## src/status_pkg.sv

```systemverilog
// How it works
// - event bits count only when enable bit set
// - bit 3 set by enabled device events
// - bit 4 follows output buffer holding data
// - bit 5 set by enabled standard events
// - master summary ORed into status bit 6
// - enable bit 6 always reads set
// - request flag set when summary rises
// - serial poll returns flag, clears flag only
// - other status bits survive serial poll
// - clear-status clears byte, flag, request line
// - clear-status keeps message bit while buffered
// - status query clears nothing
// - status byte zero when summaries zero
// - request enable cleared at power-up, zero mask
// - standard bit 0 after pending operations finish
// - standard bit 3 on device error
// - standard bit 4 on execution error
// - standard bit 5 on command error
// - standard bit 7 at power-up
// - standard events cleared: power-up, clear, query
// - standard enable cleared: power-up, zero mask
// - event bits latch until read; ignore writes
package status_pkg;

  // status byte field positions
  localparam int STB_DSB_POS = 3;  // device event summary
  localparam int STB_MAV_POS = 4;  // message available
  localparam int STB_ESB_POS = 5;  // standard event summary
  localparam int STB_MSS_POS = 6;  // master summary / request flag

  // standard event field positions
  localparam int ESR_OPC_POS = 0;  // operation complete
  localparam int ESR_DDE_POS = 3;  // device-dependent error
  localparam int ESR_EXE_POS = 4;  // execution error
  localparam int ESR_CME_POS = 5;  // command error
  localparam int ESR_PON_POS = 7;  // power on

  // register widths
  localparam int STB_W = 8;
  localparam int ESR_W = 8;
  localparam int DEV_W = 16;
  localparam int RESP_W = 16;

  // bits that may ever be one
  localparam logic [7:0]  STB_SUM_MASK  = 8'h38;
  localparam logic [7:0]  ESR_USED_MASK = 8'hB9;
  localparam logic [15:0] DEV_USED_MASK = 16'hFFF7;

  // values after reset
  localparam logic [7:0]  SRE_RESET  = 8'h00;
  localparam logic [15:0] RESP_RESET = 16'h0000;
  localparam logic [7:0]  POLL_RESET = 8'h00;

  // which register a query answers from
  typedef enum logic [2:0] {
    SRC_NONE,
    SRC_STB,
    SRC_SRE,
    SRC_ESR,
    SRC_ESE,
    SRC_DEV,
    SRC_DSE
  } resp_src_t;

endpackage : status_pkg

```

## src/event_latch.sv

```systemverilog
`timescale 1ns/1ns
// latched event register with its enable mask and summary
module event_latch
  import status_pkg::*;
#(
  parameter int          W    = 8,
  parameter logic [15:0] USED = 16'h00FF
) (
  input  wire logic         clk,
  input  wire logic         resetn,
  input  wire logic [W-1:0] set_bits,
  input  wire logic         clear,
  input  wire logic         mask_write,
  input  wire logic [W-1:0] mask_data,
  output logic      [W-1:0] event_q,
  output logic      [W-1:0] mask_q,
  output logic              summary
);

  // width check: logic is sized for at most 16 event bits
  if (W < 1 || W > 16) begin : g_bad_width
    $error("event_latch width must be 1 to 16");
  end

  typedef struct packed {
    logic [W-1:0] ev;  // latched events
    logic [W-1:0] en;  // enable mask
  } latch_t;

  latch_t cur_ff;
  latch_t nxt_cur;

  // set wins over a clear in the same cycle, so no event is lost
  always_comb begin
    nxt_cur = cur_ff;
    if (clear) begin
      nxt_cur.ev = '0;
    end
    nxt_cur.ev = (nxt_cur.ev | set_bits) & USED[W-1:0];
    if (mask_write) begin
      nxt_cur.en = mask_data;  // zero mask clears
    end
  end

  // power-up clears both registers
  always_ff @(posedge clk or negedge resetn) begin
    if (!resetn) begin
      cur_ff <= '0;
    end else begin
      cur_ff <= nxt_cur;
    end
  end

  assign event_q = cur_ff.ev;
  assign mask_q  = cur_ff.en;
  assign summary = |(cur_ff.ev & cur_ff.en);

endmodule : event_latch

```

## src/opc_tracker.sv

```systemverilog
`timescale 1ns/1ns
// arms on the operation-complete command, fires once work drains
module opc_tracker (
  input  wire logic clk,
  input  wire logic resetn,
  input  wire logic opc_cmd,
  input  wire logic cls_cmd,
  input  wire logic ops_pending,
  output logic      opc_done
);

  typedef struct packed {
    logic armed;  // waiting for pending work to finish
  } opc_t;

  opc_t cur_ff;
  opc_t nxt_cur;

  // clear-status drops a wait in progress; a new command re-arms
  always_comb begin
    nxt_cur = cur_ff;
    if (cur_ff.armed && !ops_pending) begin
      nxt_cur.armed = 1'b0;
    end
    if (cls_cmd) begin
      nxt_cur.armed = 1'b0;
    end
    if (opc_cmd) begin
      nxt_cur.armed = 1'b1;
    end
  end

  always_ff @(posedge clk or negedge resetn) begin
    if (!resetn) begin
      cur_ff <= '0;
    end else begin
      cur_ff <= nxt_cur;
    end
  end

  // one-cycle pulse when the armed wait ends
  assign opc_done = cur_ff.armed && !ops_pending && !cls_cmd;

endmodule : opc_tracker

```

## src/status_summary_service_request.sv

```systemverilog
`timescale 1ns/1ns
// status byte, service request and the event register pair
// commands arrive as one-cycle strobes from the command parser
module status_summary_service_request
  import status_pkg::*;
(
  input  wire logic              clk,
  input  wire logic              resetn,
  // mask-setting commands, mask already converted from decimal
  input  wire logic              sre_write,
  input  wire logic              ese_write,
  input  wire logic              dse_write,
  input  wire logic [DEV_W-1:0]  mask_data,
  // query commands
  input  wire logic              stb_query,
  input  wire logic              sre_query,
  input  wire logic              esr_query,
  input  wire logic              ese_query,
  input  wire logic              dev_query,
  input  wire logic              dse_query,
  // bus-level serial poll and clear-status
  input  wire logic              serial_poll,
  input  wire logic              cls_cmd,
  // operation-complete command and pending-work level
  input  wire logic              opc_cmd,
  input  wire logic              ops_pending,
  // error events from the parser and device
  input  wire logic              dev_error,
  input  wire logic              exec_error,
  input  wire logic              cmd_error,
  // device event set requests
  input  wire logic [DEV_W-1:0]  dev_events,
  // output buffer holds response data
  input  wire logic              out_buf_nonempty,
  // answers
  output logic      [RESP_W-1:0] resp_data,
  output logic                   resp_valid,
  output logic      [STB_W-1:0]  poll_data,
  output logic                   poll_valid,
  output logic                   srq,
  output logic      [STB_W-1:0]  status_byte
);

  // ----------------------------------------------------------------
  // own state
  // ----------------------------------------------------------------
  typedef struct packed {
    logic              pon_pending;  // power-on event still to log
    logic              rqs;          // request-service flag
    logic              mss_prev;     // summary one cycle ago
    logic [STB_W-1:0]  sre;          // service request mask
    logic [RESP_W-1:0] resp;         // query answer
    logic              resp_vld;     // answer strobe
    logic [STB_W-1:0]  poll;         // serial poll answer
    logic              poll_vld;     // poll answer strobe
  } top_t;

  top_t cur_ff;
  top_t nxt_cur;

  // ----------------------------------------------------------------
  // submodule wiring
  // ----------------------------------------------------------------
  logic [ESR_W-1:0] std_set;      // standard event set requests
  logic [ESR_W-1:0] std_event;    // latched standard events
  logic [ESR_W-1:0] std_mask;     // standard event mask
  logic             esb;          // standard event summary
  logic [DEV_W-1:0] dev_event;    // latched device events
  logic [DEV_W-1:0] dev_mask;     // device event mask
  logic             device_event_summary_bit;          // device event summary
  logic             opc_done;     // operation-complete pulse
  logic             std_clear;    // standard register clear
  logic             dev_clear;    // device register clear
  logic [STB_W-1:0] stb_now;      // live status byte, flag excluded
  logic             mss;          // master summary
  logic [STB_W-1:0] sre_view;     // mask as read back
  resp_src_t        src;          // selected query

  // ----------------------------------------------------------------
  // helpers
  // ----------------------------------------------------------------

  // assemble the status byte from its summaries; bit 6 is chosen by
  // the caller so query and poll share the same packing
  function automatic logic [STB_W-1:0] pack_stb(
    input logic d_sum,
    input logic m_av,
    input logic e_sum,
    input logic b6
  );
    logic [STB_W-1:0] r;
    r = '0;  // bits 0..2 and 7 stay zero
    r[STB_DSB_POS] = d_sum;
    r[STB_MAV_POS] = m_av;
    r[STB_ESB_POS] = e_sum;
    r[STB_MSS_POS] = b6;
    return r;
  endfunction : pack_stb

  // widen an 8-bit register to the answer width
  function automatic logic [RESP_W-1:0] widen(input logic [7:0] v);
    return {8'h00, v};
  endfunction : widen

  // ----------------------------------------------------------------
  // standard event sources
  // ----------------------------------------------------------------

  // each source sets its own bit; bits 1, 2, 6 never set
  always_comb begin
    std_set = '0;
    std_set[ESR_OPC_POS] = opc_done;
    std_set[ESR_DDE_POS] = dev_error;
    std_set[ESR_EXE_POS] = exec_error;
    std_set[ESR_CME_POS] = cmd_error;
    std_set[ESR_PON_POS] = cur_ff.pon_pending;
  end

  // an event register query empties the register read; clear-status empties both
  assign std_clear = esr_query | cls_cmd;
  assign dev_clear = dev_query | cls_cmd;

  opc_tracker u_opc (
    .clk         (clk),
    .resetn      (resetn),
    .opc_cmd     (opc_cmd),
    .cls_cmd     (cls_cmd),
    .ops_pending (ops_pending),
    .opc_done    (opc_done)
  );

  // masks come in already converted from the decimal argument;
  // the parser owns that conversion
  event_latch #(
    .W    (ESR_W),
    .USED ({8'h00, ESR_USED_MASK})
  ) u_std (
    .clk        (clk),
    .resetn     (resetn),
    .set_bits   (std_set),
    .clear      (std_clear),
    .mask_write (ese_write),
    .mask_data  (mask_data[ESR_W-1:0]),
    .event_q    (std_event),
    .mask_q     (std_mask),
    .summary    (esb)
  );

  // device event register: bit meanings belong to the device
  event_latch #(
    .W    (DEV_W),
    .USED (DEV_USED_MASK)
  ) u_dev (
    .clk        (clk),
    .resetn     (resetn),
    .set_bits   (dev_events),
    .clear      (dev_clear),
    .mask_write (dse_write),
    .mask_data  (mask_data),
    .event_q    (dev_event),
    .mask_q     (dev_mask),
    .summary    (device_event_summary_bit)
  );

  // ----------------------------------------------------------------
  // status byte and master summary
  // ----------------------------------------------------------------

  // summaries are live: once their sources drop, the byte reads zero;
  // message available tracks the buffer so clear-status cannot kill it
  assign stb_now = pack_stb(device_event_summary_bit, out_buf_nonempty, esb, 1'b0);

  // bit 6 of the mask is forced on in the read view only, the summary
  // itself never feeds back into the summary
  assign mss = |(stb_now & cur_ff.sre & STB_SUM_MASK);

  assign sre_view = cur_ff.sre | (STB_W'(1) << STB_MSS_POS);

  // pick one query per cycle; parser sends them one at a time, the
  // order here only settles an illegal overlap
  always_comb begin
    src = SRC_NONE;
    if (stb_query) begin
      src = SRC_STB;
    end else if (sre_query) begin
      src = SRC_SRE;
    end else if (esr_query) begin
      src = SRC_ESR;
    end else if (ese_query) begin
      src = SRC_ESE;
    end else if (dev_query) begin
      src = SRC_DEV;
    end else if (dse_query) begin
      src = SRC_DSE;
    end
  end

  // ----------------------------------------------------------------
  // next state
  // ----------------------------------------------------------------
  always_comb begin
    nxt_cur          = cur_ff;
    nxt_cur.resp_vld = 1'b0;
    nxt_cur.poll_vld = 1'b0;
    nxt_cur.mss_prev = mss;

    // power-on event is logged once, on the first edge after reset
    nxt_cur.pon_pending = 1'b0;

    // mask write; a zero mask leaves everything disabled
    if (sre_write) begin
      nxt_cur.sre = mask_data[STB_W-1:0] & STB_SUM_MASK;
    end

    // query answers; the status query leaves every bit alone
    unique case (src)
      SRC_STB: begin
        nxt_cur.resp = widen(pack_stb(device_event_summary_bit, out_buf_nonempty, esb, mss));
      end
      SRC_SRE: begin
        nxt_cur.resp = widen(sre_view);
      end
      SRC_ESR: begin
        nxt_cur.resp = widen(std_event);
      end
      SRC_ESE: begin
        nxt_cur.resp = widen(std_mask);
      end
      SRC_DEV: begin
        nxt_cur.resp = dev_event;
      end
      SRC_DSE: begin
        nxt_cur.resp = dev_mask;
      end
      SRC_NONE: begin
        nxt_cur.resp = cur_ff.resp;  // hold last answer
      end
    endcase
    nxt_cur.resp_vld = (src != SRC_NONE);

    // serial poll: bits 3..5 live, bits 0..2 and 7 zero, request flag in bit 6
    if (serial_poll) begin
      nxt_cur.poll     = pack_stb(device_event_summary_bit, out_buf_nonempty, esb, cur_ff.rqs);
      nxt_cur.poll_vld = 1'b1;
      nxt_cur.rqs      = 1'b0;  // only the flag clears
    end

    // clear-status drops the flag and with it the request line; the
    // summaries fall on their own as the registers empty
    if (cls_cmd) begin
      nxt_cur.rqs = 1'b0;
    end

    // a fresh rise of the summary raises the request; it wins over a
    // poll or clear in the same cycle so the request is not lost
    if (mss && !cur_ff.mss_prev) begin
      nxt_cur.rqs = 1'b1;
    end
  end

  // ----------------------------------------------------------------
  // registers
  // ----------------------------------------------------------------

  // power-up: all clear, power-on event armed
  always_ff @(posedge clk or negedge resetn) begin
    if (!resetn) begin
      cur_ff.pon_pending <= 1'b1;
      cur_ff.rqs         <= 1'b0;
      cur_ff.mss_prev    <= 1'b0;
      cur_ff.sre         <= SRE_RESET;
      cur_ff.resp        <= RESP_RESET;
      cur_ff.resp_vld    <= 1'b0;
      cur_ff.poll        <= POLL_RESET;
      cur_ff.poll_vld    <= 1'b0;
    end else begin
      cur_ff <= nxt_cur;
    end
  end

  // ----------------------------------------------------------------
  // outputs
  // ----------------------------------------------------------------
  assign resp_data   = cur_ff.resp;
  assign resp_valid  = cur_ff.resp_vld;
  assign poll_data   = cur_ff.poll;
  assign poll_valid  = cur_ff.poll_vld;
  // request line follows the flag, so a poll or clear drops it
  assign srq         = cur_ff.rqs;
  // live view for a front panel; bit 6 shows the master summary
  assign status_byte = pack_stb(device_event_summary_bit, out_buf_nonempty, esb, mss);

endmodule : status_summary_service_request

```

## config.mk

```make
export PLATFORM = sky130hd
export DESIGN_NAME = status_summary_service_request
export DESIGN_NICKNAME = d
export VERILOG_FILES = /design/src/status_pkg.sv /design/src/event_latch.sv /design/src/opc_tracker.sv /design/src/status_summary_service_request.sv
export SDC_FILE = /design/constraint.sdc
export NUM_CORES = 1
export LEC_CHECK = 0
export BUFFER_PORTS_ARGS = -buffer_cell sky130_fd_sc_hd__buf_2
export CORE_MARGIN = 5
export CORE_UTILIZATION = 55
export CTS_CLUSTER_SIZE = 14
export DETAILED_ROUTE_END_ITERATION = 16
export GPL_TIMING_DRIVEN = 0
export PLACE_DENSITY_LB_ADDON = 0.3
export SLEW_MARGIN = 20
export SYNTH_ARGS = -nofsm -noshare
export SYNTH_HDL_FRONTEND = slang
export SYNTH_SLANG_ARGS = --single-unit
```

## constraint.sdc

```tcl
create_clock -name clk -period 3.1 [get_ports clk]
set_clock_uncertainty 0.15 [all_clocks]
set_input_delay 0.31 -clock clk [delete_from_list [all_inputs] [get_ports clk]]
set_output_delay 0.31 -clock clk [all_outputs]
set_load 0.05 [all_outputs]
```

==> results of run 1 <==
layout make-up:
cell class	instances	area [µm²]	share of cell area
tap	75	93.8	0.0227
clock inverter	1	5.00	0.00121
sequential	73	1830	0.443
clock buffer	15	156	0.0379
inverter	2	7.51	0.00182
timing repair buffer	85	503	0.122
buffer	44	288	0.0697
multi-input combinational	176	1250	0.302
sequential cells by signal (all words and copies together), names as in the netlist:
signal	count
u_std.event_q	5
u_opc.cur_ff	1
poll_data	4
resp_data	16
resp_valid	1
u_std.mask_q	8
srq	1
cur_ff	5
u_dev.mask_q	16
u_dev.event_q	15
poll_valid	1
Yosys cell counts, types with 2 or more instances:
| master | n |
|---|---|
| a222oi_1 | 2 |
| a21o_1 | 18 |
| buf_4 | 32 |
| nand3_1 | 2 |
| mux2_2 | 30 |
| inv_1 | 2 |
| nor2_1 | 25 |
| o211ai_1 | 2 |
| mux2i_1 | 18 |
| nand2_1 | 17 |
| a21oi_1 | 13 |
| o31ai_1 | 2 |
| o21ai_0 | 9 |
| clkbuf_1 | 9 |
| a22oi_1 | 14 |
| dfrtp_1 | 72 |
| buf_2 | 2 |
metrics by stage:
step / power (mW) / hold slack (ns) / cells / cell area, µm² / utilization
finish: 2.14 / 0.0140 / 471 / 4130 / 0.697
global route: 2.25 / 0.00336 / 471 / 4130 / 0.697
CTS: 2.15 / 0.00249 / 469 / 4100 / 0.693
global placement: 1.49 / 0.275 / 442 / 3820 / 0.645
detailed placement: 1.51 / 0.135 / 443 / 3840 / 0.649
floorplan: 1.38 / -0.136 / 295 / 3360 / -
critical path: cells and delay by family, from the launching register on:
kind,cells,cell delay [ns]
DFF,1,0.40
and+or+nand+nor,2,0.37
AOI/OAI and AO/OA,2,0.90
buffers and inverters,2,0.36
power by group through the flow:
stage	clock network, mW	logic [mW]	registers (mW)
5_1_grt	0.700	0.453	1.09
3_5_place_dp	0	0.408	1.10
3_3_place_gp	0	0.396	1.10
4_1_cts	0.644	0.420	1.08
6_report	0.635	0.423	1.09
2_1_floorplan	0	0.284	1.09
worst paths after layout:
| kind | startpoint | cells after the start | slack (ns) | to |
|---|---|---|---|---|
| max in group asynchronous | resetn | 3 | 1.92 | u_dev.mask_q[3] |
| min in group asynchronous | resetn | 2 | 0.32 | u_dev.event_q[11] |
| min reg2reg | cur_ff[34] | 1 | 0.32 | srq |
| max reg2reg | u_dev.event_q[7] | 4 | 0.94 | resp_data[6] |
| max | u_dev.event_q[7] | 6 | 0.30 | status_byte[6] |
| min | dev_events[7] | 2 | 0.01 | u_dev.event_q[7] |
metal layers:
layer | global-route usage | wire, µm | up-vias
met3 | 0.0395 | 549 | 12
met4 | 0.0851 | 135 | 0
li1 | - | - | 1187
met1 | 0.275 | 3190 | 1268
met5 | 0 | 0 | -
met2 | 0.348 | 4020 | 97
cells by family (layout without fill, tap and decap cells):
family | Yosys count | count (layout) | share of synthesized area
mux | 48 | 48 | 0.155
buf+inv | 46 | 147 | 0.0886
flops | 73 | 73 | 0.548
simple gates | 52 | 52 | 0.0679
compound gates | 67 | 67 | 0.139
other cells | 1 | 9 | 0.00113
timing repair:
item                       4_1_cts  5_1_grt
setup endpoints to repair        0        0
hold buffers                    10        2
hold endpoints to repair        41        2
==> metrics.csv, run 1 <==
stage,metric,value,unit
outcome,status,"complete, no violations",
power_and_ir_drop,Net Sw Frac,0.293,
timing,# setup viols final,0,
detailed_routing,Initial DRT Pass Iterations,5,
clocking,clock root cell,clkbuf_8,
clocking,Clock Sinks,73,
clocking,# resized after CTS,0,
global_route,vias in the first global route,2476,
finish,# fillers,453,
detailed_routing,Routed Antenna Nets,0,
clocking,Worst-Skew Late Latency,0.33,ns
worst_setup_path,crit-path most repeated cell,nand3_1,
detailed_routing,drt via density,5.44,
clocking,"Reg clk slew, reported paths",0.06,ns
worst_setup_path,CP cell instances,a222oi_1 -> nand3_1 -> o31ai_1 -> nand3_1 -> buf_4 -> buf_2,
min_path,Hold/Removal Path Class,in2reg,
place,pre-CTS WS,0.666,ns
logic_synthesis,"FF+latch count, synth",73,
worst_setup_path,CP Class,reg2out,
finish,area grow syn2layout,23.8,%
finish,share of cells above drive strength 1,0.386,
timing,Max Clk Rate,0.357,GHz
timing,Final Hold Fails,0,
timing,Max-slew headroom,0.541,
global_route,first-pass GRT wire length,12.3,mm
floorplanning,die area,7720,µm²
finish,"commonest cells after routing, fill and taps aside","buf_2, dfrtp_1, buf_4",
clocking,TritonCTS clock tree,yes,
logic_synthesis,"EDFF count, synth",0,
logic_synthesis,leading register cell type out of synthesis,dfrtp_1,
power_and_ir_drop,clock share of power,0.296,
timing,Worst-Margin Slew,0.686,ns
logic_synthesis,top-area cell type share of the netlist area,0.541,
timing,fin crit share,0.904,
finish,nets,442,
floorplanning,FP Rows,28,
worst_setup_path,Required @ worst endpoint,2.64,ns
place,PortBufs,72,
clocking,Post-CTS Setup Repair Bufs,0,
floorplanning,Die X,87.9,µm
logic_synthesis,Mapped Area,3330,µm²
logic_synthesis,async set-reset flop share out of synthesis,1.00,
power_and_ir_drop,P_sw,627,µW
logic_synthesis,syn_area_per_cell,11.6,µm²
detailed_routing,DRC,0,
global_route,largest net degree at the start of global routing,41,
timing,Fin Setup TNS,0,ns
power_and_ir_drop,Leak,2.05,nW
timing,"Min Clock Period, post-route",2.80,ns
worst_setup_path,arrival time at the worst endpoint,2.34,ns
finish,ant diodes,0,
worst_setup_path,Max stage delay on crit path,0.53,ns
floorplanning,Initial Util,0.563,
worst_setup_path,startpoint types,register,
power_and_ir_drop,sequential power share,0.506,
floorplanning,Core ar.,5920,µm²
detailed_routing,Routed Wire Length,7.90,mm
timing,Final Slew Violations,0,
clocking,CTS max path bufs,2,
logic_synthesis,"top cells by area, synth","dfrtp_1, mux2_2, buf_4, mux2i_1, a21o_1",
global_route,GRT Total Usage,0.211,
logic_synthesis,post-synth top area cell,dfrtp_1,
logic_synthesis,synth warn,0,
place,Post-DP HPWL,5.65,mm
power_and_ir_drop,worst vdd ir,0.304,mV
power_and_ir_drop,PD cells,519,nW/µm²
clocking,TritonCTS buffer count,9,
logic_synthesis,Cells after Synth,287,
detailed_routing,WL/cell,16.8,µm
detailed_routing,DRT iter0 DRCs,194,
worst_setup_path,Worst Path Max Fanout,3,
worst_setup_path,crit path max-delay cell type,a222oi_1,
detailed_routing,Via Count,2564,
timing,PnR worst setup slack,0.298,ns
global_route,antenna violations before repair,0,
global_route,grt total ovfl,0,
worst_setup_path,CP endpoint kind,primary output,
logic_synthesis,register area share after synthesis,0.548,
power_and_ir_drop,logic gate share of total power,0.197,
floorplanning,IO Count,86,
finish,"commonest non-fill, non-tap cell in the layout",buf_2,
power_and_ir_drop,internal power,1.52,mW
floorplanning,Die Y-Extent,87.9,µm
timing,unrepaired setup endpoints after global routing,no,
logic_synthesis,"Distinct cells, synth",35,
place,Placer Congestion,0.819,
clocking,H-tree Lvls,3,
flow_run,max-cap violations,0,
Note: power is estimated with default switching activity, not from simulation.
==> inputs of run 2 (changes only) <==
--- a/config.mk
+++ b/config.mk
@@ -12,7 +12,9 @@
 export DETAILED_ROUTE_END_ITERATION = 16
 export GPL_TIMING_DRIVEN = 0
 export PLACE_DENSITY_LB_ADDON = 0.3
+export RECOVER_POWER = 100
 export SLEW_MARGIN = 20
 export SYNTH_ARGS = -nofsm -noshare
 export SYNTH_HDL_FRONTEND = slang
+export SYNTH_HIERARCHICAL = 1
 export SYNTH_SLANG_ARGS = --single-unit
==> metrics.csv, run 2 <==
stage,metric,value,unit
outcome,status,"complete, no violations",
worst_setup_path,CP endpoint kind,primary output,
power_and_ir_drop,worst vdd ir,0.340,mV
power_and_ir_drop,clock share of power,0.361,
place,# placed instances,423,
logic_synthesis,Mapped Area,3400,µm²
floorplanning,Die X,88.7,µm
clocking,clock root cell,clkbuf_8,
logic_synthesis,Synth Area in Adders,0,
global_route,first-pass GRT wire length,12.4,mm
worst_setup_path,Top delay family on crit path,compound AO/OA/AOI/OAI gates,
logic_synthesis,most frequent cells after synthesis,"dfrtp_1, buf_4, mux2_2",
clocking,# resized after CTS,0,
finish,nets,426,
finish,share of cells above drive strength 1,0.350,
timing,hold slack,0.00689,ns
logic_synthesis,"Distinct cells, synth",39,
worst_setup_path,CP Class,reg2out,
clocking,Clock Sinks,73,
detailed_routing,Initial DRT Pass Iterations,5,
logic_synthesis,post-synth top area cell,dfrtp_1,
finish,design area,4190,µm²
worst_setup_path,Required @ worst endpoint,2.64,ns
detailed_routing,DRT iter0 DRCs,231,
worst_setup_path,startpoint types,register,
finish,ant diodes,0,
clocking,Worst-Skew Late Latency,0.33,ns
logic_synthesis,post-synthesis compound-gate area fraction,0.158,
timing,fin crit share,0.924,
finish,"commonest cells after routing, fill and taps aside","dfrtp_1, buf_2, buf_4",
timing,unrepaired setup endpoints after global routing,no,
detailed_routing,Via Count,2568,
global_route,antenna violations before repair,0,
detailed_routing,Routed Wire Length,7.91,mm
logic_synthesis,Synth Area in XOR/XNOR,0,
floorplanning,FP Rows,28,
logic_synthesis,"FF+latch count, synth",73,
timing,Max-slew headroom,0.119,
floorplanning,Initial Util,0.571,
logic_synthesis,simple logic cell fraction of the synthesized area,0.0607,
floorplanning,die area,7860,µm²
place,Post-DP HPWL,5.65,mm
timing,Max Clk Rate,0.349,GHz
finish,final cell utilization of the core,0.703,
power_and_ir_drop,Leak,2.06,nW
floorplanning,IO Count,86,
power_and_ir_drop,PD cells,553,nW/µm²
worst_setup_path,crit path max-delay cell type,a222oi_1,
timing,Final Slew Violations,0,
power_and_ir_drop,sequential power share,0.469,
place,pre-CTS WS,0.286,ns
logic_synthesis,top-area cell type share of the netlist area,0.529,
power_and_ir_drop,internal power,1.69,mW
floorplanning,Die Y-Extent,88.7,µm
power_and_ir_drop,P_sw,624,µW
logic_synthesis,register area share after synthesis,0.537,
clocking,H-tree Lvls,3,
logic_synthesis,synth warn,6,
clocking,TritonCTS buffer count,9,
clocking,CTS max path bufs,2,
finish,Finished Layout Cells,455,
worst_setup_path,crit-path most repeated cell,a222oi_1,
global_route,vias in the first global route,2514,
place,PortBufs,71,
min_path,Hold/Removal Path Class,in2reg,
logic_synthesis,"top cells by area, synth","dfrtp_1, buf_4, mux2_2, a21o_1, a222oi_1",
finish,area grow syn2layout,23.0,%
timing,Final Hold Fails,0,
worst_setup_path,CP cell instances,a222oi_1 -> and3_1 -> nand4_1 -> a222oi_1 -> inv_1 -> clkbuf_4 -> buf_2,
global_route,largest net degree at the start of global routing,52,
floorplanning,Core ar.,5960,µm²
finish,# fillers,491,
timing,# setup viols final,0,
logic_synthesis,async set-reset flop share out of synthesis,1.00,
global_route,grt total ovfl,0,
flow_run,max-cap violations,0,
worst_setup_path,WP buf/inv,3,
place,Placer Congestion,0.845,
clocking,TritonCTS clock tree,yes,
detailed_routing,Routed Antenna Nets,0,
power_and_ir_drop,Net Sw Frac,0.270,
worst_setup_path,Max stage delay on crit path,0.47,ns
power_and_ir_drop,logic gate share of total power,0.170,
worst_setup_path,arrival time at the worst endpoint,2.40,ns
timing,Fin Setup TNS,0,ns
global_route,GRT Total Usage,0.211,
logic_synthesis,Cells after Synth,266,
logic_synthesis,syn_area_per_cell,12.8,µm²
logic_synthesis,most common cell in the netlist,dfrtp_1,
power_and_ir_drop,Total Power,2.32,mW
timing,Worst-Margin Slew,1.32,ns
logic_synthesis,leading register cell type out of synthesis,dfrtp_1,
logic_synthesis,portion of netlist area occupied by mux cells,0.111,
detailed_routing,WL/cell,17.4,µm
timing,"Min Clock Period, post-route",2.86,ns
detailed_routing,drt via density,5.64,
detailed_routing,DRC,0,
clocking,"Reg clk slew, reported paths",0.07,ns
timing,PnR worst setup slack,0.236,ns
logic_synthesis,"EDFF count, synth",0,
worst_setup_path,Worst Path Max Fanout,3,
logic_synthesis,combinational family with the most area after synthesis,compound AO/OA/AOI/OAI gates,
place,dpl cell area,3920,µm²
finish,"commonest non-fill, non-tap cell in the layout",dfrtp_1,
==> run 2: repair_timing <==
action                                  in CTS  in global routing
pin swaps                                    1                  3
endpoints found under the setup margin       1                  1
buffers inserted                             1                  2
hold buffers                                 9                  4
hold endpoints to repair                    30                  4
==> run 2: power groups by stage <==
stage / registers (mW) / clock network, mW / logic (mW)
after floorplan: 1.09 / 0 / 0.281
after global placement: 1.10 / 0 / 0.387
after detailed placement: 1.10 / 0 / 0.399
after CTS: 1.09 / 0.848 / 0.413
after global routing: 1.10 / 0.901 / 0.422
final: 1.09 / 0.835 / 0.394
==> run 2: cell families after synthesis <==
| kind of cell | Yosys count |
|---|---|
| buf+inv | 62 |
| mux | 31 |
| other cells | 3 |
| simple gates | 31 |
| compound gates | 66 |
| flops | 73 |
==> run 2: worst paths after layout <==
kind	startpoint	endpoint	slack (ns)	cells past startpoint
max	u_dev/event_q[2]	status_byte[6]	0.24	7
min	dev_events[2]	u_dev/event_q[2]	0.007	2
max reg2reg	u_dev/event_q[2]	resp_data[6]	0.78	8
min reg2reg	cur_ff[34]	srq	0.29	1
max in group asynchronous	resetn	cur_ff[36]	1.27	3
min in group asynchronous	resetn	u_std/event_q[5]	0.64	2
==> run 2: layer usage <==
layer	GRT usage	share of wire	up-vias
li1	-	-	1166
met5	0	0	-
met3	0.0419	0.075	10
met1	0.276	0.40	1299
met4	0.0797	0.012	0
met2	0.348	0.51	93
==> run 2: layout make-up <==
cell class                 instances  area (µm²)  share of cell area
sequential                        73        1830               0.437
multi-input combinational        141        1130               0.270
timing repair buffer              88         497               0.119
buffer                            49         362              0.0864
clock buffer                      12         155              0.0371
tap                               75        93.8              0.0224
clock inverter                     4        73.8              0.0176
inverter                          13        48.8              0.0117
==> inputs of run 3 (changes only) <==
--- a/config.mk
+++ b/config.mk
@@ -5,6 +5,7 @@
 export SDC_FILE = /design/constraint.sdc
 export NUM_CORES = 1
 export LEC_CHECK = 0
+export ABC_AREA = 1
 export BUFFER_PORTS_ARGS = -buffer_cell sky130_fd_sc_hd__buf_2
 export CORE_MARGIN = 5
 export CORE_UTILIZATION = 55
@@ -13,6 +14,7 @@
 export GPL_TIMING_DRIVEN = 0
 export PLACE_DENSITY_LB_ADDON = 0.3
 export RECOVER_POWER = 100
+export SKIP_LAST_GASP = 1
 export SLEW_MARGIN = 20
 export SYNTH_ARGS = -nofsm -noshare
 export SYNTH_HDL_FRONTEND = slang
==> metrics.csv, run 3 <==
stage,metric,value,unit
outcome,status,"complete, no violations",
logic_synthesis,post-synth top area cell,dfrtp_1,
clocking,Clock Sinks,73,
power_and_ir_drop,clock share of power,0.367,
floorplanning,Die X,92.7,µm
place,PortBufs,75,
global_route,antenna violations before repair,0,
timing,Fin Setup TNS,0,ns
global_route,largest net degree at the start of global routing,55,
power_and_ir_drop,PD cells,546,nW/µm²
worst_setup_path,arrival time at the worst endpoint,1.93,ns
worst_setup_path,crit-path most repeated cell,nand2_1,
detailed_routing,drt via density,5.02,
detailed_routing,WL/cell,14.6,µm
power_and_ir_drop,internal power,1.75,mW
worst_setup_path,CP Class,reg2out,
logic_synthesis,top-area cell type share of the netlist area,0.479,
logic_synthesis,register area share after synthesis,0.486,
timing,# setup viols final,0,
finish,design area,4510,µm²
logic_synthesis,synth warn,6,
logic_synthesis,Mapped Area,3760,µm²
finish,"commonest non-fill, non-tap cell in the layout",nand2_1,
timing,Final Slew Violations,0,
power_and_ir_drop,Leak,2.36,nW
clocking,H-tree Lvls,3,
timing,"Min Clock Period, post-route",2.39,ns
floorplanning,Die Y-Extent,92.7,µm
finish,nets,560,
global_route,grt total ovfl,0,
worst_setup_path,crit path max-delay cell type,clkbuf_1,
power_and_ir_drop,logic gate share of total power,0.191,
logic_synthesis,"EDFF count, synth",0,
floorplanning,IO Count,86,
place,Post-DP HPWL,6.23,mm
floorplanning,Initial Util,0.560,
min_path,Hold/Removal Path Class,in2reg,
worst_setup_path,WP buf/inv,3,
timing,Worst-Margin Slew,1.29,ns
worst_setup_path,Worst Path Max Fanout,3,
worst_setup_path,CP endpoint kind,primary output,
clocking,CTS max path bufs,2,
finish,ant diodes,0,
worst_setup_path,Top delay family on crit path,buffers and inverters,
detailed_routing,Routed Antenna Nets,0,
logic_synthesis,most frequent cells after synthesis,"nand2_1, dfrtp_1, inv_1",
logic_synthesis,most common cell in the netlist,nand2_1,
clocking,"Reg clk slew, reported paths",0.08,ns
logic_synthesis,"top cells by area, synth","dfrtp_1, nand2_1, buf_4, inv_1, nand3_1",
detailed_routing,Via Count,2975,
finish,area grow syn2layout,19.9,%
timing,Final Hold Fails,0,
worst_setup_path,Required @ worst endpoint,2.64,ns
clocking,TritonCTS clock tree,yes,
global_route,vias in the first global route,3014,
timing,unrepaired setup endpoints after global routing,no,
timing,Max-slew headroom,0.135,
logic_synthesis,leading register cell type out of synthesis,dfrtp_1,
flow_run,max-cap violations,0,
logic_synthesis,async set-reset flop share out of synthesis,1.00,
timing,Max Clk Rate,0.418,GHz
clocking,clock root cell,clkbuf_8,
power_and_ir_drop,worst vdd ir,0.311,mV
finish,"commonest cells after routing, fill and taps aside","nand2_1, dfrtp_1, inv_1",
clocking,Post-CTS Setup Repair Bufs,0,
power_and_ir_drop,Total Power,2.46,mW
finish,final cell utilization of the core,0.671,
place,dpl cell area,4300,µm²
global_route,GRT Total Usage,0.214,
clocking,TritonCTS buffer count,9,
logic_synthesis,"Distinct cells, synth",33,
finish,area of the multi-input gates,1330,µm²
logic_synthesis,"FF+latch count, synth",73,
detailed_routing,Initial DRT Pass Iterations,6,
logic_synthesis,syn_area_per_cell,9.33,µm²
detailed_routing,DRC,0,
place,Placer Congestion,0.934,
global_route,first-pass GRT wire length,14.4,mm
worst_setup_path,startpoint types,register,
finish,register area,1830,µm²
floorplanning,die area,8590,µm²
clocking,# resized after CTS,0,
clocking,Worst-Skew Late Latency,0.34,ns
worst_setup_path,Max stage delay on crit path,0.45,ns
logic_synthesis,Cells after Synth,403,
timing,fin crit share,0.772,
floorplanning,Core ar.,6720,µm²
finish,# fillers,586,
power_and_ir_drop,P_sw,710,µW
power_and_ir_drop,sequential power share,0.442,
worst_setup_path,CP cell instances,nand2_1 -> nand2_1 -> inv_1 -> nand2_1 -> nor2_1 -> nand2_1 -> nand2_1 -> nand3_1 -> buf_4 -> clkbuf_1,
finish,share of cells above drive strength 1,0.255,
power_and_ir_drop,Net Sw Frac,0.288,
floorplanning,FP Rows,30,
detailed_routing,DRT iter0 DRCs,247,
detailed_routing,Routed Wire Length,8.65,mm
run 3: stage by stage:
stage	setup WS, ns	std cells	hold slack (ns)
6_report	0.708	593	0.00729
4_1_cts	0.828	593	0.000195
5_1_grt	0.545	593	0.0111
2_1_floorplan	1.58	413	-0.136
3_3_place_gp	1.16	568	0.255
3_5_place_dp	1.21	569	0.0630
run 3: final timing paths:
check                                 startpoint  cells past startpoint               end  slack [ns]
worst max-delay path            u_dev/event_q[1]                     10    status_byte[6]        0.71
worst min-delay path               dev_events[7]                      2  u_dev/event_q[7]       0.007
worst max register to register  u_dev/mask_q[13]                     12      resp_data[6]        1.39
worst min register to register        cur_ff[34]                      1               srq        0.27
max in group asynchronous                 resetn                      3        cur_ff[36]        1.34
min in group asynchronous                 resetn                      2  u_dev/mask_q[13]        0.58
run 3: cell type report:
class / instances / area share
well taps: 80 / 0.0222
multi-input cells: 242 / 0.295
flip-flops and latches: 73 / 0.405
repair buffers: 85 / 0.101
inverters: 51 / 0.0447
clock buffers: 10 / 0.0305
plain buffers: 47 / 0.0791
clock inverters: 5 / 0.0230
run 3: power groups by stage:
stage               sequential (mW)  clock, mW  combinational [mW]
floorplan                      1.10          0               0.348
global placement               1.11          0               0.474
detailed placement             1.11          0               0.488
CTS                            1.09      0.913               0.498
global route                   1.10      0.959               0.510
finish                         1.09      0.903               0.470
run 3: kinds of logic (layout without fill, tap and decap cells):
| logic type | after synthesis | after routing | share of synthesized area |
|---|---|---|---|
| compound gates | 48 | 48 | 0.0842 |
| other cells | 3 | 13 | 0.00299 |
| flops | 73 | 73 | 0.486 |
| simple gates | 161 | 161 | 0.208 |
| buf+inv | 98 | 198 | 0.149 |
| mux | 20 | 20 | 0.0699 |
run 3: routing by layer:
metal  up-vias  wire length (µm)  track usage
met4         0                85       0.0672
met1      1397              3640        0.284
met2       115              4350        0.351
met3         8               577       0.0463
li1       1455                 -            -
met5         -                 0            0
run 3: repair_timing:
item                                    in CTS  in global routing
hold buffers                                 9                  0
endpoints found under the hold margin       27                  0
endpoints found under the setup margin       0                  0
